===== config.mk =====
export PLATFORM = sky130hd
export DESIGN_NAME = ultlpm_top
export DESIGN_NICKNAME = d
export VERILOG_FILES = /design/src/rtl/ultlpm_speed_sel.v /design/src/rtl/ultlpm_desc_rom.v /design/src/rtl/ultlpm_top.v
export VERILOG_INCLUDE_DIRS = /design/src /design/src/rtl
export SDC_FILE = /design/constraint.sdc
export NUM_CORES = 1
export LEC_CHECK = 0
export BUFFER_PORTS_ARGS = -buffer_cell sky130_fd_sc_hd__clkbuf_2
export CORE_ASPECT_RATIO = 0.75
export CORE_MARGIN = 2
export CORE_UTILIZATION = 50
export CTS_CLUSTER_DIAMETER = 80
export DETAILED_ROUTE_END_ITERATION = 10
export HOLD_SLACK_MARGIN = 0.08
export PLACE_DENSITY = 0.72
export SLEW_MARGIN = 30
export SYNTH_ARGS = -nofsm -noshare
export SYNTH_HDL_FRONTEND = slang
export SYNTH_SLANG_ARGS = --single-unit

===== constraint.sdc =====
create_clock -name core_clk -period 3.5 [get_ports core_clk]
set_input_delay 0.175 -clock core_clk [delete_from_list [all_inputs] [get_ports core_clk]]
set_output_delay 0.175 -clock core_clk [all_outputs]
set_load 0.005 [all_outputs]

===== src/rtl/ultlpm_defines.vh =====
// register map, field positions, reset values and encodings for the latency/lpm block
`ifndef ULTLPM_DEFINES_VH
`define ULTLPM_DEFINES_VH

// register byte offsets
`define ULTLPM_CFG0_OFS 8'h00
`define ULTLPM_CFG1_OFS 8'h04
`define ULTLPM_QTOL_A_OFS 8'h08
`define ULTLPM_QTOL_B_OFS 8'h0C
`define ULTLPM_BTOL_A_OFS 8'h10
`define ULTLPM_BTOL_B_OFS 8'h14
`define ULTLPM_RLD_A_OFS 8'h18
`define ULTLPM_RLD_B_OFS 8'h1C
`define ULTLPM_PMT_OFS 8'h20
`define ULTLPM_STAT_OFS 8'h24

// field positions
`define ULTLPM_CFG0_RWAKE_BIT 0
`define ULTLPM_CFG0_LPM_BIT 1
`define ULTLPM_CFG1_LTM_BIT 0
`define ULTLPM_LO_FIELD_LSB 0
`define ULTLPM_HI_FIELD_LSB 16

// reset values
`define ULTLPM_CFG0_RST 2'h0
`define ULTLPM_CFG1_RST 1'h0
`define ULTLPM_TOL_RST 12'h000
`define ULTLPM_RLD_RST 16'h00FF
`define ULTLPM_PMT_RST 2'h0

// ethernet speed codes
`define ULTLPM_SPD_10 2'h0
`define ULTLPM_SPD_100 2'h1
`define ULTLPM_SPD_1000 2'h2

// link state codes
`define ULTLPM_LINK_U0 2'h0
`define ULTLPM_LPM_L1 2'h1
`define ULTLPM_LPM_L2 2'h2

// device descriptor constants
`define ULTLPM_DD_LEN 8'h12
`define ULTLPM_DD_TYPE 8'h01
`define ULTLPM_BCD_USB2 16'h0210
`define ULTLPM_BCD_USB3 16'h0300
`define ULTLPM_EP0_SS 8'h09
`define ULTLPM_EP0_HS 8'h40
`define ULTLPM_REL_LSB 8'h00

`endif


===== src/rtl/ultlpm_speed_sel.v =====
// picks one of three per-speed values from the ethernet link speed
`timescale 1ns/1ns
`include "ultlpm_defines.vh"
module ultlpm_speed_sel #(
  parameter W = 12
) (
  // link status
  input wire [1:0] ethSpeed,
  input wire ethLinkUp,
  // per-speed values
  input wire [W-1:0] valGig,
  input wire [W-1:0] valFast,
  input wire [W-1:0] valSlow,
  // chosen value
  output wire [W-1:0] selVal
);

  function [W-1:0] pick;
    input [1:0] spd;
    input up;
    input [W-1:0] g;
    input [W-1:0] f;
    input [W-1:0] s;
    begin
      // no link falls back to the gigabit field
      if (!up || spd == `ULTLPM_SPD_1000) pick = g;
      else if (spd == `ULTLPM_SPD_100) pick = f;
      else pick = s;
    end
  endfunction

  assign selVal = pick(ethSpeed, ethLinkUp, valGig, valFast, valSlow);

endmodule // ultlpm_speed_sel


===== src/rtl/ultlpm_desc_rom.v =====
// device descriptor byte source with defaults and hardware overwrites
`timescale 1ns/1ns
`include "ultlpm_defines.vh"
module ultlpm_desc_rom #(
  parameter [7:0] SI_RELEASE = 8'h0A, // arbitrary release code
  parameter [15:0] VENDOR_CODE = 16'h1234, // arbitrary vendor code
  parameter [15:0] PRODUCT_CODE = 16'h5678 // arbitrary product code
) (
  // clock and reset
  input wire core_clk,
  input wire arst_n,
  input wire clkEn,
  // source selection
  input wire otpValid,
  input wire eepromValid,
  input wire customMode,
  input wire superSpeed,
  // byte lookup
  input wire [4:0] descIndex,
  input wire [7:0] storedByte,
  input wire [7:0] customByte,
  output reg [7:0] descByte
);

  function [7:0] defByte;
    input [4:0] idx;
    input ss;
    reg [15:0] bcd;
    begin
      bcd = ss ? `ULTLPM_BCD_USB3 : `ULTLPM_BCD_USB2;
      case (idx)
        5'h02: defByte = bcd[7:0];
        5'h03: defByte = bcd[15:8];
        5'h04: defByte = 8'hFF;
        5'h06: defByte = 8'hFF;
        5'h07: defByte = ss ? `ULTLPM_EP0_SS : `ULTLPM_EP0_HS;
        5'h08: defByte = VENDOR_CODE[7:0];
        5'h09: defByte = VENDOR_CODE[15:8];
        5'h0A: defByte = PRODUCT_CODE[7:0];
        5'h0B: defByte = PRODUCT_CODE[15:8];
        5'h0D: defByte = SI_RELEASE;
        5'h11: defByte = 8'h01;
        default: defByte = 8'h00;
      endcase
    end
  endfunction

  reg [7:0] next_descByte;

  always @* begin
    if (otpValid || eepromValid) next_descByte = storedByte;
    else if (customMode) next_descByte = customByte;
    else next_descByte = defByte(descIndex, superSpeed);
    // length, type and release low byte are never taken from storage
    if (descIndex == 5'h00) next_descByte = `ULTLPM_DD_LEN;
    if (descIndex == 5'h01) next_descByte = `ULTLPM_DD_TYPE;
    if (descIndex == 5'h0C) next_descByte = `ULTLPM_REL_LSB;
  end

  always @(posedge core_clk or negedge arst_n) begin
    if (!arst_n) descByte <= 8'h00;
    else if (clkEn) descByte <= next_descByte;
  end

endmodule // ultlpm_desc_rom


===== src/rtl/ultlpm_top.v =====
// latency tolerance messaging, remote wakeup and link power control with ahb-lite registers
//
// Implementation choices: the AHB-Lite slave port and the address map.
`timescale 1ns/1ns
`include "ultlpm_defines.vh"
module ultlpm_top #(
  parameter BELT_W = 12,
  parameter TMR_W = 16,
  parameter [7:0] SI_RELEASE = 8'h0A // arbitrary release code
) (
  // clock and reset
  input wire core_clk,
  input wire arst_n,
  input wire clkEn,
  // ahb-lite slave
  input wire hsel,
  input wire [31:0] haddr,
  input wire [1:0] htrans,
  input wire hwrite,
  input wire [2:0] hsize,
  input wire [31:0] hwdata,
  input wire hready,
  output wire hreadyout,
  output wire hresp,
  output reg [31:0] hrdata,
  // configuration load from otp or eeprom
  input wire cfgLoadStrobe,
  input wire cfgLtmEnableLoad,
  // host features and remote wakeup
  input wire hsfsMode,
  input wire hostRemoteWakeFeature,
  input wire hostLtmFeature,
  input wire wakeEvent,
  output reg remoteWakeSignal,
  // traffic status
  input wire usbTxEmpty,
  input wire usbRxEmpty,
  input wire ethTxEmpty,
  input wire ethRxEmpty,
  input wire epPacketPending,
  input wire ethFrameRx,
  input wire hostPacketsPending,
  // ethernet link
  input wire ethLinkUp,
  input wire [1:0] ethSpeed,
  // usb link states
  input wire [1:0] usbLinkState,
  input wire [3:0] epIdleOrFlow,
  output reg linkToU0Req,
  output reg uxTransitionAllowed,
  // link power management
  input wire lpmRequest,
  input wire [1:0] lpmLinkState,
  input wire ethFrameFiltered,
  input wire intEpScheduled,
  output reg lpmAdvertise,
  output reg lpmAccept,
  output reg l1ExitReq,
  output reg [1:0] suspendDepth,
  // latency message
  input wire ltmReady,
  output wire ltmValid,
  output reg [BELT_W-1:0] ltmBelt,
  output reg latencyBusy,
  // descriptor
  input wire otpValid,
  input wire eepromValid,
  input wire customMode,
  input wire superSpeed,
  input wire [4:0] descIndex,
  input wire [7:0] storedByte,
  input wire [7:0] customByte,
  output wire [7:0] descByte
);

  localparam QUIET = 1'b0;
  localparam BUSY = 1'b1;

  // registers
  reg [1:0] usb_config_reg_zero;
  reg usb_config_reg_one;
  reg [BELT_W-1:0] quiet_tolerance_gig;
  reg [BELT_W-1:0] quiet_tolerance_fast;
  reg [BELT_W-1:0] quiet_tolerance_slow;
  reg [BELT_W-1:0] busy_tolerance_gig;
  reg [BELT_W-1:0] busy_tolerance_fast;
  reg [BELT_W-1:0] busy_tolerance_slow;
  reg [TMR_W-1:0] idle_reload_gig;
  reg [TMR_W-1:0] idle_reload_fast;
  reg [TMR_W-1:0] idle_reload_slow;
  reg [1:0] power_mgmt_control_reg;

  // bus and state
  reg wrPend;
  reg [7:0] wrAddr;
  reg state;
  reg [TMR_W-1:0] quiet_entry_countdown;
  reg cntRun;
  reg quietSent;
  reg msgPending;
  reg ltmFeatPrev;

  reg next_state;
  reg [TMR_W-1:0] next_cnt;
  reg next_cntRun;
  reg next_quietSent;
  reg queueMsg;
  reg enterBusy;

  wire [BELT_W-1:0] quietBelt;
  wire [BELT_W-1:0] busyBelt;
  wire [TMR_W-1:0] reloadVal;
  wire addrPhase;
  wire fifosEmpty;
  wire trafficHalt;
  wire busyTrigger;
  wire sendEn;
  wire msgTaken;

  ultlpm_speed_sel #(.W(BELT_W)) uQuietSel (
    .ethSpeed(ethSpeed),
    .ethLinkUp(ethLinkUp),
    .valGig(quiet_tolerance_gig),
    .valFast(quiet_tolerance_fast),
    .valSlow(quiet_tolerance_slow),
    .selVal(quietBelt)
  );

  ultlpm_speed_sel #(.W(BELT_W)) uBusySel (
    .ethSpeed(ethSpeed),
    .ethLinkUp(ethLinkUp),
    .valGig(busy_tolerance_gig),
    .valFast(busy_tolerance_fast),
    .valSlow(busy_tolerance_slow),
    .selVal(busyBelt)
  );

  ultlpm_speed_sel #(.W(TMR_W)) uReloadSel (
    .ethSpeed(ethSpeed),
    .ethLinkUp(ethLinkUp),
    .valGig(idle_reload_gig),
    .valFast(idle_reload_fast),
    .valSlow(idle_reload_slow),
    .selVal(reloadVal)
  );

  ultlpm_desc_rom #(.SI_RELEASE(SI_RELEASE)) uDesc (
    .core_clk(core_clk),
    .arst_n(arst_n),
    .clkEn(clkEn),
    .otpValid(otpValid),
    .eepromValid(eepromValid),
    .customMode(customMode),
    .superSpeed(superSpeed),
    .descIndex(descIndex),
    .storedByte(storedByte),
    .customByte(customByte),
    .descByte(descByte)
  );

  // bus slave: zero wait states; stalls only while the clock enable is low
  assign hreadyout = clkEn;
  assign hresp = 1'b0;
  assign addrPhase = hsel && hready && htrans[1] && hsize == 3'h2;

  function [31:0] readReg;
    input [7:0] a;
    begin
      case (a)
        `ULTLPM_CFG0_OFS: readReg = {30'h0, usb_config_reg_zero};
        `ULTLPM_CFG1_OFS: readReg = {31'h0, usb_config_reg_one};
        `ULTLPM_QTOL_A_OFS: readReg = {4'h0, quiet_tolerance_fast, 4'h0, quiet_tolerance_gig};
        `ULTLPM_QTOL_B_OFS: readReg = {20'h0, quiet_tolerance_slow};
        `ULTLPM_BTOL_A_OFS: readReg = {4'h0, busy_tolerance_fast, 4'h0, busy_tolerance_gig};
        `ULTLPM_BTOL_B_OFS: readReg = {20'h0, busy_tolerance_slow};
        `ULTLPM_RLD_A_OFS: readReg = {idle_reload_fast, idle_reload_gig};
        `ULTLPM_RLD_B_OFS: readReg = {16'h0, idle_reload_slow};
        `ULTLPM_PMT_OFS: readReg = {30'h0, power_mgmt_control_reg};
        `ULTLPM_STAT_OFS: readReg = {quiet_entry_countdown, 11'h0, ethLinkUp, ethSpeed,
          msgPending, state};
        default: readReg = 32'h0000_0000;
      endcase
    end
  endfunction

  always @(posedge core_clk or negedge arst_n) begin
    if (!arst_n) begin
      wrPend <= 1'b0;
      wrAddr <= 8'h00;
      hrdata <= 32'h0000_0000;
    end else if (clkEn) begin
      wrPend <= addrPhase && hwrite;
      wrAddr <= haddr[7:0];
      if (addrPhase && !hwrite) hrdata <= readReg(haddr[7:0]);
    end
  end

  always @(posedge core_clk or negedge arst_n) begin
    if (!arst_n) begin
      usb_config_reg_zero <= `ULTLPM_CFG0_RST;
      usb_config_reg_one <= `ULTLPM_CFG1_RST;
      quiet_tolerance_gig <= `ULTLPM_TOL_RST;
      quiet_tolerance_fast <= `ULTLPM_TOL_RST;
      quiet_tolerance_slow <= `ULTLPM_TOL_RST;
      busy_tolerance_gig <= `ULTLPM_TOL_RST;
      busy_tolerance_fast <= `ULTLPM_TOL_RST;
      busy_tolerance_slow <= `ULTLPM_TOL_RST;
      idle_reload_gig <= `ULTLPM_RLD_RST;
      idle_reload_fast <= `ULTLPM_RLD_RST;
      idle_reload_slow <= `ULTLPM_RLD_RST;
      power_mgmt_control_reg <= `ULTLPM_PMT_RST;
    end else if (clkEn) begin
      // storage loader sets the enable default after reset; software may override later
      if (cfgLoadStrobe) usb_config_reg_one <= cfgLtmEnableLoad;
      if (wrPend) begin
        case (wrAddr)
          `ULTLPM_CFG0_OFS: usb_config_reg_zero <= hwdata[1:0];
          `ULTLPM_CFG1_OFS: usb_config_reg_one <= hwdata[`ULTLPM_CFG1_LTM_BIT];
          `ULTLPM_QTOL_A_OFS: begin
            quiet_tolerance_gig <= hwdata[`ULTLPM_LO_FIELD_LSB +: BELT_W];
            quiet_tolerance_fast <= hwdata[`ULTLPM_HI_FIELD_LSB +: BELT_W];
          end
          `ULTLPM_QTOL_B_OFS: quiet_tolerance_slow <= hwdata[`ULTLPM_LO_FIELD_LSB +: BELT_W];
          `ULTLPM_BTOL_A_OFS: begin
            busy_tolerance_gig <= hwdata[`ULTLPM_LO_FIELD_LSB +: BELT_W];
            busy_tolerance_fast <= hwdata[`ULTLPM_HI_FIELD_LSB +: BELT_W];
          end
          `ULTLPM_BTOL_B_OFS: busy_tolerance_slow <= hwdata[`ULTLPM_LO_FIELD_LSB +: BELT_W];
          `ULTLPM_RLD_A_OFS: begin
            idle_reload_gig <= hwdata[`ULTLPM_LO_FIELD_LSB +: TMR_W];
            idle_reload_fast <= hwdata[`ULTLPM_HI_FIELD_LSB +: TMR_W];
          end
          `ULTLPM_RLD_B_OFS: idle_reload_slow <= hwdata[`ULTLPM_LO_FIELD_LSB +: TMR_W];
          `ULTLPM_PMT_OFS: power_mgmt_control_reg <= hwdata[1:0];
          default: ;
        endcase
      end
    end
  end

  // traffic classification
  assign fifosEmpty = usbTxEmpty && usbRxEmpty && ethTxEmpty && ethRxEmpty;
  assign trafficHalt = fifosEmpty && !epPacketPending && !ethFrameRx
    && !hostPacketsPending;
  assign busyTrigger = !fifosEmpty || ethFrameRx || hostPacketsPending;

  always @* begin
    next_state = state;
    next_cnt = quiet_entry_countdown;
    next_cntRun = cntRun;
    next_quietSent = quietSent;
    queueMsg = 1'b0;
    enterBusy = 1'b0;
    case (state)
      QUIET: begin
        if (ethLinkUp && busyTrigger) begin
          next_state = BUSY;
          next_cntRun = 1'b0;
          next_quietSent = 1'b0;
          queueMsg = 1'b1;
          enterBusy = 1'b1;
        end else if (!trafficHalt || quietSent) begin
          next_cntRun = 1'b0;
        end else if (!cntRun) begin
          next_cnt = reloadVal;
          next_cntRun = 1'b1;
        end else if (quiet_entry_countdown == {TMR_W{1'b0}}) begin
          next_cntRun = 1'b0;
          next_quietSent = 1'b1;
          queueMsg = 1'b1;
        end else begin
          next_cnt = quiet_entry_countdown - 1'b1;
        end
      end
      BUSY: begin
        if (!ethLinkUp) begin
          // losing the link forces quiet at once
          next_state = QUIET;
          next_cntRun = 1'b0;
          next_quietSent = 1'b1;
          queueMsg = 1'b1;
        end else if (!trafficHalt) begin
          next_cntRun = 1'b0;
        end else if (!cntRun) begin
          next_cnt = reloadVal;
          next_cntRun = 1'b1;
        end else if (quiet_entry_countdown == {TMR_W{1'b0}}) begin
          next_state = QUIET;
          next_cntRun = 1'b0;
          next_quietSent = 1'b1;
          queueMsg = 1'b1;
        end else begin
          next_cnt = quiet_entry_countdown - 1'b1;
        end
      end
      default: begin
        next_state = QUIET;
        next_cntRun = 1'b0;
      end
    endcase
  end

  // a message leaves only with both enables; otherwise it is dropped silently
  assign sendEn = usb_config_reg_one && hostLtmFeature;
  assign ltmValid = msgPending && sendEn;
  assign msgTaken = ltmValid && ltmReady;

  always @(posedge core_clk or negedge arst_n) begin
    if (!arst_n) begin
      state <= QUIET;
      quiet_entry_countdown <= {TMR_W{1'b0}};
      cntRun <= 1'b0;
      quietSent <= 1'b0;
      msgPending <= 1'b0;
      ltmBelt <= {BELT_W{1'b0}};
      ltmFeatPrev <= 1'b0;
      latencyBusy <= 1'b0;
      linkToU0Req <= 1'b0;
    end else if (clkEn) begin
      state <= next_state;
      quiet_entry_countdown <= next_cnt;
      cntRun <= next_cntRun;
      quietSent <= next_quietSent;
      latencyBusy <= next_state;
      ltmFeatPrev <= hostLtmFeature;
      linkToU0Req <= enterBusy && usbLinkState != `ULTLPM_LINK_U0;
      // a new event wins over the hand-off of the previous one
      if (queueMsg || (hostLtmFeature && !ltmFeatPrev)) begin
        msgPending <= sendEn || (hostLtmFeature && !ltmFeatPrev && usb_config_reg_one);
        ltmBelt <= next_state ? busyBelt : quietBelt;
      end else if (msgTaken || !sendEn) begin
        msgPending <= 1'b0;
      end
    end
  end

  // wakeup, link state and lpm outputs
  always @(posedge core_clk or negedge arst_n) begin
    if (!arst_n) begin
      remoteWakeSignal <= 1'b0;
      uxTransitionAllowed <= 1'b0;
      lpmAdvertise <= 1'b0;
      lpmAccept <= 1'b0;
      l1ExitReq <= 1'b0;
      suspendDepth <= 2'h0;
    end else if (clkEn) begin
      remoteWakeSignal <= wakeEvent && hsfsMode && hostRemoteWakeFeature
        && usb_config_reg_zero[`ULTLPM_CFG0_RWAKE_BIT];
      uxTransitionAllowed <= &epIdleOrFlow;
      lpmAdvertise <= usb_config_reg_zero[`ULTLPM_CFG0_LPM_BIT];
      lpmAccept <= lpmRequest && usb_config_reg_zero[`ULTLPM_CFG0_LPM_BIT];
      l1ExitReq <= usb_config_reg_zero[`ULTLPM_CFG0_LPM_BIT]
        && lpmLinkState == `ULTLPM_LPM_L1 && (ethFrameFiltered || intEpScheduled);
      suspendDepth <= (lpmLinkState == `ULTLPM_LPM_L2) ? power_mgmt_control_reg : 2'h0;
    end
  end

endmodule // ultlpm_top


==> key figures, run 1 <==
Run status
  • Status: finished, final reports clean

Critical path
  • Slowest CP cell: dfrtp_1
  • CP cell instances: nor4_4 > nand4_2 > o21a_1 > buf_4 > mux2i_1 > mux2_2
  • Worst Setup Path Type: reg -> reg
  • CP Max Fanout: 8
  • CP Launch Type: flip-flop
  • WP data required: 3.89 ns
  • Largest stage delay on the critical path: 0.48 ns
  • CP bufs+invs: 1
  • WP data arrival: 2.89 ns
  • Crit path capture type: flip-flop
  • Cell family with most CP delay: simple AND/OR/NAND/NOR gates

Placement
  • Pre-CTS WS: 1.027 ns
  • GPL Wtd Cong: 0.8821
  • Post-DP HPWL: 21350 µm
  • # port buffers: 165
  • Cells after DPL: 1381

STA
  • Setup TNS: 0 ns
  • Final Hold Fails: 0
  • Endpoints failing setup: 0
  • Max_slew headroom: 37.76%
  • Final worst path period need: 2.497 ns
  • Least-Margin Pin Slew: 0.9310 ns
  • Period utilisation layout: 71.35%
  • Achievable frequency: 0.4005 GHz
  • Worst Hold Slack: 0.1049 ns
  • Worst setup margin: 1.003 ns
  • Unrepaired setup endpoints after global routing: false
  • Worst clock skew: 0.01735 ns
  • Pins Over Slew Limit: 0

Synth
  • Number of flops mapped to enable cells by yosys: 0
  • Post-Syn Instances: 965
  • Fraction of registers with async set/reset: 100.0%
  • Top FF cell, synth: dfrtp_1
  • Warnings, synthesis: 0
  • Mean Syn Cell Area: 11.78 µm²
  • Sequential area share after synthesis: 47.58%
  • Cell variety after synth: 82
  • Post-Syn Area: 11370 µm²
  • Synth Register Bits: 215
  • Synth Net Count: 1095

Global route
  • Gr ovfl total: 0
  • First-pass GRT wire length: 50650 µm
  • Vias in the first global route: 9095
  • Largest net degree at the start of global routing: 87
  • Initial antenna violation count: 1
  • Total track usage: 27.05%

Power
  • PD cells: 403.2 nW/µm²
  • Switching share of total power: 24.65%
  • P_sw: 0.001373 W
  • Clock power frac: 43.2%
  • Worst vdd ir: 0.3051 mV
  • Internal: 0.004196 W
  • Sequential Power Share: 46.7%
  • Lkg Pwr: 6.644 nW
  • Gate power share: 10.1%

Final layout
  • Final non-filler cell total: 1485
  • Largest Register: hrdata
  • Layout overhead on the synthesized area: 21.48%
  • Layout cells sized above 1: 40.42%
  • Max reg flops: 32
  • Fin nets: 1304

Route
  • Via density per instance: 5.980
  • WL/cell: 21.51 µm
  • Vias: 8881
  • Post-DRT Antenna Nets: 0
  • DRT Pass-1 Iters: 8
  • Total Routed Length: 31940 µm
  • Post-route DRC: 0
  • DR iter-0 viols: 708

Flow run
  • Max-cap violations: 0

CTS
  • Postcts setup bufs: 0
  • Clock transition at path regs: 0.07 ns
  • CTS Root Cell: clkbuf_16
  • Resize count post-CTS: 0
  • H-Tree Depth: 1
  • Clock Latency Late Sink: 0.51 ns
  • Max Root-Sink Buffers: 3
  • Total CTS buffers: 22
  • CTS tree: yes
  • Clock sinks: 215
  • Hold Buf Count CTS: 63

Floorplanning
  • Die footprint: 23980 µm²
  • DIE HEIGHT: 134.6 µm
  • Die W: 178.1 µm
  • I/O Pins: 192
  • Row count: 47
  • CORE AREA: 22170 µm²
  • Initial core utilization: 51.29%

Min path
  • Worst min path class: in -> reg
==> path summary, 6_finish.rpt <==
kind	depth (start not counted)	slack, ns	to	from
setup reg to reg	6	1.00	ltmBelt[2]	quiet_entry_countdown[4]
hold / removal	4	0.10	uDesc.descByte[4]	otpValid
setup / recovery	6	1.00	ltmBelt[2]	quiet_entry_countdown[4]
min in group asynchronous	2	0.22	linkToU0Req	arst_n
max in group asynchronous	3	2.37	idle_reload_slow[1]	arst_n
hold reg to reg	1	0.48	hrdata[10]	hrdata[10]
==> power groups by stage <==
stage / Combinational, W / Clock [W] / Sequential (W)
6_report: 0.000561 / 0.00241 / 0.00260
5_1_grt: 0.000614 / 0.00254 / 0.00260
4_1_cts: 0.000557 / 0.00244 / 0.00260
3_5_place_dp: 0.000498 / 0 / 0.00264
3_3_place_gp: 0.000491 / 0 / 0.00264
2_1_floorplan: 0.000282 / 0 / 0.00262
==> cells by family after synthesis <==
logic type,Yosys count,synth area share (%)
muxes,251,24.81
AOI/OAI and AO/OA,227,13.77
DFF,215,47.58
and+or+nand+nor,182,9.749
buffers and inverters,87,3.840
adders and majority gates,2,0.2200
other,1,0.03298
==> cell usage after synthesis (6+ instances only) <==
| library cell | instances | area share (%) |
|---|---|---|
| mux2i_1 | 49 | 4.3 |
| clkbuf_1 | 29 | 0.96 |
| nand2_1 | 57 | 1.9 |
| nor3_1 | 8 | 0.35 |
| a21o_1 | 19 | 1.3 |
| nor2b_1 | 8 | 0.44 |
| o21ai_1 | 6 | 0.26 |
| nand3_1 | 11 | 0.48 |
| dfstp_2 | 24 | 5.5 |
| o22ai_1 | 15 | 0.83 |
| a31oi_1 | 7 | 0.39 |
| a22oi_1 | 28 | 1.8 |
| mux2_2 | 191 | 19 |
| inv_1 | 17 | 0.56 |
| nor2_1 | 25 | 0.83 |
| buf_4 | 9 | 0.59 |
| and3_1 | 6 | 0.33 |
| a21oi_1 | 44 | 1.9 |
| a222oi_1 | 12 | 1.1 |
| nand2b_1 | 9 | 0.50 |
| buf_2 | 22 | 0.97 |
| o21ai_0 | 39 | 1.7 |
| and2_1 | 6 | 0.33 |
| nand3b_1 | 7 | 0.46 |
| mux2_4 | 9 | 1.2 |
| a221oi_1 | 7 | 0.54 |
| dfrtp_1 | 191 | 42 |
==> tightest hold or removal path: cells and delay by family <==
family                 cells  cell delay, ns
AOI/OAI and AO/OA          2            0.20
buffers and inverters      1            0.08
and+or+nand+nor            1            0.11
==> cell usage in the layout (no fill, tap or decap), drive strengths merged, types with 4 or more instances in the layout <==
master	n
a21o	19
a21oi	44
a221oi	7
a222oi	12
a22oi	28
a31oi	7
and2	7
and3	6
buf	27
clkbuf	196
clkinv	6
dfrtp	191
dfstp	24
dlygate4sd3	63
inv	17
mux2	200
mux2i	49
nand2	57
nand2b	9
nand3	12
nand3b	7
nand4	5
nor2	27
nor2b	8
nor3	9
nor3b	4
nor4	8
o21a	4
o21ai	45
o22ai	15
o2bb2ai	5
o32ai	5
or4	4
==> routing by layer <==
| metal | vias up | part of all wire, % | GRT usage (%) |
|---|---|---|---|
| li1 | 4054 | - | - |
| met1 | 4460 | 46 | 39.22 |
| met2 | 321 | 45 | 41.75 |
| met3 | 46 | 7.3 | 6.053 |
| met4 | 0 | 2.0 | 5.874 |
| met5 | - | 0 | 0 |
==> metrics by stage <==
step                      area, µm²  util [%]  power [W]
after floorplan               11370         -   0.002901
after global placement        12440     56.11   0.003130
after detailed placement      12440     56.11   0.003140
after CTS                     13810     62.27   0.005599
after global routing          13810     62.31   0.005762
final                         13810     62.31   0.005569
==> layout make-up <==
type	instances	area, µm²
Antenna cell	1	2.502
Clock buffer	32	639.4
Clock inverter	8	96.34
Fill cell	1734	8357
Inverter	18	67.56
Multi-Input combinational cell	663	5543
Sequential cell	215	5410
Tap cell	294	367.9
Timing Repair Buffer	254	1687
No activity file was read; power rests on OpenSTA's default activity.
==> inputs of run 2 (changes only) <==
PLACE_DENSITY = 0.75   (was 0.72)
clock period = 2.2 ns   (was 3.5 ns; I/O delays follow)
==> run 2 against run 1 <==
Effect of this change: total power grew 62%; global-route usage grew 0.55 points; die area is the same; combinational power grew 84%; core utilization grew 2.5 points; sequential power grew 58%; critical endpoint is now busy_tolerance_fast[5].
==> key figures, run 2 (synthesized netlist as in run 1, its figures left out) <==
CTS
  • CTS tree: yes (unchanged)
  • Max Root-Sink Buffers: 3 (unchanged)
  • Clock Latency Late Sink: 0.52 ns (was 0.51 ns)
  • H-Tree Depth: 1 (unchanged)
  • CTS Root Cell: clkbuf_16 (unchanged)
  • Clock transition at path regs: 0.06 ns (was 0.07 ns)
  • Total CTS buffers: 23 (was 22)
  • Clock sinks: 215 (unchanged)

Floorplanning
  • CORE AREA: 22170 µm² (unchanged)
  • Initial core utilization: 51.29% (unchanged)
  • I/O Pins: 192 (unchanged)
  • Row count: 47 (unchanged)
  • Die W: 178.1 µm (unchanged)
  • DIE HEIGHT: 134.6 µm (unchanged)
  • Die footprint: 23980 µm² (unchanged)

Final layout
  • Layout overhead on the synthesized area: 26.41% (was 21.48%)
  • Largest Register: hrdata (unchanged)
  • Register area: 5410 µm² (unchanged)
  • Fin nets: 1361 (was 1304)
  • Fillers: 1648 (was 1734)
  • Max reg flops: 32 (unchanged)
  • Layout Utilization: 64.83% (was 62.31%)
  • Layout cells sized above 1: 41.91% (was 40.42%)
  • Most frequent cells in the layout: 191 x mux2_2, 191 x dfrtp_1, 164 x clkbuf_2 (unchanged)
  • Area of the multi-input gates: 5545 µm² (was 5543 µm²)

STA
  • Worst setup margin: 0.05705 ns (was 1.003 ns)
  • Worst Hold Slack: 0.1119 ns (was 0.1049 ns)
  • Least-Margin Pin Slew: 0.6160 ns (was 0.9310 ns)
  • Unrepaired setup endpoints after global routing: false (unchanged)
  • Setup TNS: 0 ns (unchanged)
  • Final Hold Fails: 0 (unchanged)
  • Period utilisation layout: 97.41% (was 71.35%)
  • Endpoints failing setup: 0 (unchanged)
  • Worst clock skew: 0.02210 ns (was 0.01735 ns)
  • Max_slew headroom: 58.93% (was 37.76%)
  • Final worst path period need: 2.143 ns (was 2.497 ns)
  • Pins Over Slew Limit: 0 (unchanged)
  • Achievable frequency: 0.4666 GHz (was 0.4005 GHz)

Route
  • Vias: 9287 (was 8881)
  • DRT Pass-1 Iters: 7 (was 8)
  • Post-DRT Antenna Nets: 0 (unchanged)
  • Post-route DRC: 0 (unchanged)
  • WL/cell: 21.09 µm (was 21.51 µm)
  • DR iter-0 viols: 901 (was 708)
  • Via density per instance: 6.019 (was 5.980)
  • Total Routed Length: 32550 µm (was 31940 µm)

Placement
  • Pre-CTS WS: 0.01875 ns (was 1.027 ns)
  • GPL Wtd Cong: 0.9430 (was 0.8821)
  • # port buffers: 165 (unchanged)
  • Post-DP HPWL: 22100 µm (was 21350 µm)

Critical path
  • CP cell instances: nor3b_2 > nand2_1 > nor3_1 > and2_1 > buf_12 > mux2_2 (was nor4_4 > nand4_2 > o21a_1 > buf_4 > mux2i_1 > mux2_2)
  • WP data required: 2.59 ns (was 3.89 ns)
  • Crit path capture type: flip-flop (unchanged)
  • CP Launch Type: flip-flop (unchanged)
  • Worst Setup Path Type: reg -> reg (unchanged)
  • CP Max Fanout: 24 (was 8)
  • Slowest CP cell: dfrtp_1 (unchanged)
  • WP data arrival: 2.54 ns (was 2.89 ns)
  • Largest stage delay on the critical path: 0.39 ns (was 0.48 ns)

Power
  • PD cells: 629.4 nW/µm² (was 403.2 nW/µm²)
  • Lkg Pwr: 6.948 nW (was 6.644 nW)
  • Pwr Total: 0.009046 W (was 0.005569 W)
  • Worst vdd ir: 0.5641 mV (was 0.3051 mV)

Global route
  • Initial antenna violation count: 1 (unchanged)
  • First-pass GRT wire length: 51610 µm (was 50650 µm)
  • Largest net degree at the start of global routing: 75 (was 87)
  • Vias in the first global route: 9466 (was 9095)
  • Total track usage: 27.60% (was 27.05%)
  • Gr ovfl total: 0 (unchanged)

Flow run
  • Max-cap violations: 0 (unchanged)

Min path
  • Worst min path class: in -> reg (unchanged)

Run status
  • Status: finished, final reports clean (unchanged)
[run 2: layout make-up]
class                           instances  area share, %
Multi-Input combinational cell        663          38.58
Inverter                               18         0.4701
Sequential cell                       215          37.64
Clock buffer                           35          4.596
Tap cell                              294          2.559
Clock inverter                          7         0.6964
Antenna cell                            1        0.01741
Timing Repair Buffer                  310          15.44
[run 2: critical path, delay by kind of cell (launching register included)]
kind,cells,cell delay (ns)
buffers and inverters,1,0.23
flip-flops,1,0.39
multiplexers,1,0.36
AND/OR/NAND/NOR,4,1.03
[run 2: power by group]
part           total, W  internal (W)  switching, W
Sequential      0.00411       0.00403     0.0000838
Combinational   0.00103      0.000478      0.000557
Clock           0.00390       0.00232       0.00158
Total           0.00905       0.00683       0.00222
[run 2: timing repair]
item | in CTS | in global routing
hold endpoints to repair | 300 | 0
gates resized for setup | 0 | 2
buffers inserted | 0 | 3
hold buffers | 78 | 0
setup endpoints to repair | 0 | 5
[run 2: final timing paths]
kind                            startpoint                     end  slack (ns)  depth (start not counted)
worst max-delay path             wrAddr[1]  busy_tolerance_fast[5]        0.06                          6
worst min-delay path             ethLinkUp               quietSent        0.11                          4
worst max register to register   wrAddr[1]  busy_tolerance_fast[5]        0.06                          6
worst min register to register  hrdata[10]              hrdata[10]        0.47                          1
max in group asynchronous           arst_n      idle_reload_gig[7]        1.28                          3
min in group asynchronous           arst_n       uDesc.descByte[4]        0.17                          2
[run 2: metal layers]
metal  up-vias  wire, µm  track usage [%]
met5         -         0                0
met2       448     14650            42.89
met1      4597     14100            38.62
li1       4166         -                -
met3        76      2755            5.828
met4         0      1046            9.335
[run 2: through the flow]
stage | cells | cell area [µm²]
global route | 1543 | 14370
detailed placement | 1419 | 12790
global placement | 1419 | 12790
floorplan | 965 | 11370
CTS | 1539 | 14330
finish | 1543 | 14370
==> inputs of run 3 (changes only) <==
MAX_ROUTING_LAYER = met4   (was not set)
REMOVE_ABC_BUFFERS = 1   (was not set)
==> run 3 against run 2 <==
Effect of this change: total power up 0.16%; worst setup slack got worse by 0.029 ns; sequential cell count is the same; cell count fell by 0.32%; clock skew fell by 0.0074 ns; non-clock buffer count down 3; clock power about the same; clock-buffer cell count fell by 1; critical endpoint is now wrPend.
==> key figures, run 3 (synthesized netlist as in run 1, its figures left out) <==
Route
  • Post-DRT Antenna Nets: 0 (unchanged)
  • DRT Pass-1 Iters: 7 (unchanged)
  • Via density per instance: 6.095 (was 6.019)
  • WL/cell: 21.80 µm (was 21.09 µm)
  • Vias: 9374 (was 9287)
  • Post-route DRC: 0 (unchanged)
  • Total Routed Length: 33530 µm (was 32550 µm)
  • DR iter-0 viols: 874 (was 901)

Final layout
  • Fin area: 14410 µm² (was 14370 µm²)
  • Max reg flops: 32 (unchanged)
  • Fin nets: 1358 (was 1361)
  • Layout Utilization: 65.00% (was 64.83%)
  • Largest Register: hrdata (unchanged)
  • Layout cells sized above 1: 41.88% (was 41.91%)
  • Final non-filler cell total: 1538 (was 1543)
  • Layout overhead on the synthesized area: 26.73% (was 26.41%)
  • Fillers: 1644 (was 1648)
  • Most frequent cells in the layout: 191 x mux2_2, 191 x dfrtp_1, 164 x clkbuf_2 (unchanged)
  • Ant diodes: 0 (was 1)

CTS
  • H-Tree Depth: 1 (unchanged)
  • Max Root-Sink Buffers: 3 (unchanged)
  • CTS tree: yes (unchanged)
  • Clock sinks: 215 (unchanged)
  • CTS Root Cell: clkbuf_16 (unchanged)
  • Clock Latency Late Sink: 0.51 ns (was 0.52 ns)
  • Clock transition at path regs: 0.06 ns (about the same)
  • Total CTS buffers: 23 (unchanged)

Critical path
  • Crit path capture type: flip-flop (unchanged)
  • CP Max Fanout: 17 (was 24)
  • Worst r2r src: quiet_entry_countdown[1] (was wrAddr[1])
  • CP Launch Type: input pin (was flip-flop)
  • Largest stage delay on the critical path: 0.55 ns (was 0.39 ns)
  • R2r endpoint: quiet_entry_countdown[10] (was busy_tolerance_fast[5])
  • Slowest CP cell: dlygate4sd3_1 (was dfrtp_1)
  • Reg2Reg Depth: 9 (was 6)
  • Worst reg2reg setup slack: 0.12 ns (was 0.06 ns)
  • WP data arrival: 2.56 ns (was 2.54 ns)
  • Most common cell on crit path: dlygate4sd3_1
  • CP cell instances: dlygate4sd3_1 > clkbuf_2 > buf_12 > clkinv_1 > buf_4 > a32o_1 > dlygate4sd3_1 (was nor3b_2 > nand2_1 > nor3_1 > and2_1 > buf_12 > mux2_2)
  • Worst Setup Path Type: in -> reg (was reg -> reg)
  • WP data required: 2.59 ns (about the same)

STA
  • Final worst path period need: 2.172 ns (was 2.143 ns)
  • Max_slew headroom: 59.75% (was 58.93%)
  • Final Hold Fails: 0 (unchanged)
  • Setup TNS: 0 ns (unchanged)
  • Least-Margin Pin Slew: 0.6038 ns (was 0.6160 ns)
  • Achievable frequency: 0.4603 GHz (was 0.4666 GHz)
  • Pins Over Slew Limit: 0 (unchanged)
  • Worst clock skew: 0.01468 ns (was 0.02210 ns)
  • Endpoints failing setup: 0 (unchanged)
  • Period utilisation layout: 98.74% (was 97.41%)

Floorplanning
  • CORE AREA: 22170 µm² (unchanged)
  • Die W: 178.1 µm (unchanged)
  • DIE HEIGHT: 134.6 µm (unchanged)
  • I/O Pins: 192 (unchanged)
  • Die footprint: 23980 µm² (unchanged)
  • Initial core utilization: 51.29% (unchanged)
  • Row count: 47 (unchanged)

Placement
  • Area post-placement: 12810 µm² (was 12790 µm²)
  • # port buffers: 165 (unchanged)
  • Cells after DPL: 1414 (was 1419)
  • Post-DP HPWL: 22020 µm (was 22100 µm)
  • GPL Wtd Cong: 0.9222 (was 0.9430)

Global route
  • Largest net degree at the start of global routing: 83 (was 75)
  • Total track usage: 29.21% (was 27.60%)
  • Initial antenna violation count: 0 (was 1)
  • First-pass GRT wire length: 52950 µm (was 51610 µm)
  • Vias in the first global route: 9427 (was 9466)
  • Gr ovfl total: 0 (unchanged)

Power
  • PD cells: 628.8 nW/µm² (was 629.4 nW/µm²)
  • Worst vdd ir: 0.4369 mV (was 0.5641 mV)
  • Lkg Pwr: 6.963 nW (was 6.948 nW)

Min path
  • Worst min path class: in -> async (was in -> reg)

Flow run
  • Max-cap violations: 0 (unchanged)

Run status
  • Status: finished, final reports clean (unchanged)
[run 3: changes by cell type in the layout (fill, tap and decap cells not counted), sizes merged]
cell         change
clkinvlp         -3
bufinv           -1
clkinv           +6
clkbuf           -1
buf              -5
diode            -1
inv              -2
dlygate4sd3      +2
[run 3: worst max path at each step]
stage | start | to | slack (ns) | cells after the start
detailed placement | quiet_entry_countdown[14] | ltmBelt[6] | 0.07 | 6
finish | clkEn | wrPend | 0.03 | 7
global route | quiet_entry_countdown[1] | quiet_entry_countdown[10] | -0.003 | 9
floorplan | ethSpeed[1] | quiet_entry_countdown[11] | -1.16 | 5
global placement | quiet_entry_countdown[14] | ltmBelt[10] | 0.12 | 6
CTS | quiet_entry_countdown[14] | ltmBelt[4] | 0.07 | 6
[run 3: per-layer routing]
metal | GRT usage, % | part of all wire, % | vias to the layer above
li1 | - | - | 4154
met1 | 42.21 | 44 | 4661
met2 | 42.53 | 44 | 480
met3 | 4.617 | 8.7 | 79
met4 | 8.789 | 2.9 | 0
met5 | - | 0 | -
[run 3: worst max-delay path: cells and delay by family]
family	cells	cell delay, ns
AOI/OAI and AO/OA	1	0.20
buffers and inverters	6	2.24
[run 3: timing repair]
item                                   in CTS  in global routing
endpoints found under the hold margin     351                  0
setup buffers                               0                  3
setup endpoints to repair                   0                 14
hold buffers                               80                  0
gates resized for setup                     0                  3
[run 3: final cells by class]
type / count / area [µm²] / area share [%]
clock buffer: 34 / 686.9 / 4.767
timing repair buffer: 307 / 2252 / 15.63
tap: 294 / 367.9 / 2.553
multi-input combinational: 663 / 5558 / 38.57
inverter: 18 / 67.56 / 0.4689
clock inverter: 7 / 67.56 / 0.4689
sequential: 215 / 5410 / 37.54
[run 3: power breakdown]
| part | internal [W] | leakage (nW) | total (W) | switching [W] |
|---|---|---|---|---|
| Combinational | 0.000492 | 3.72 | 0.00105 | 0.000558 |
| Clock | 0.00228 | 0.376 | 0.00389 | 0.00161 |
| Sequential | 0.00403 | 2.87 | 0.00412 | 0.0000928 |
[run 3: metrics by stage]
stage	power [W]	setup WS (ns)	hold WS, ns
final	0.009061	0.02771	0.08813
after global routing	0.009329	-0.003326	0.1100
after CTS	0.009056	0.07123	0.09402
after detailed placement	0.005066	0.07354	0.03318
after global placement	0.005041	0.1218	0.03220
after floorplan	0.004567	-1.155	-0.1856
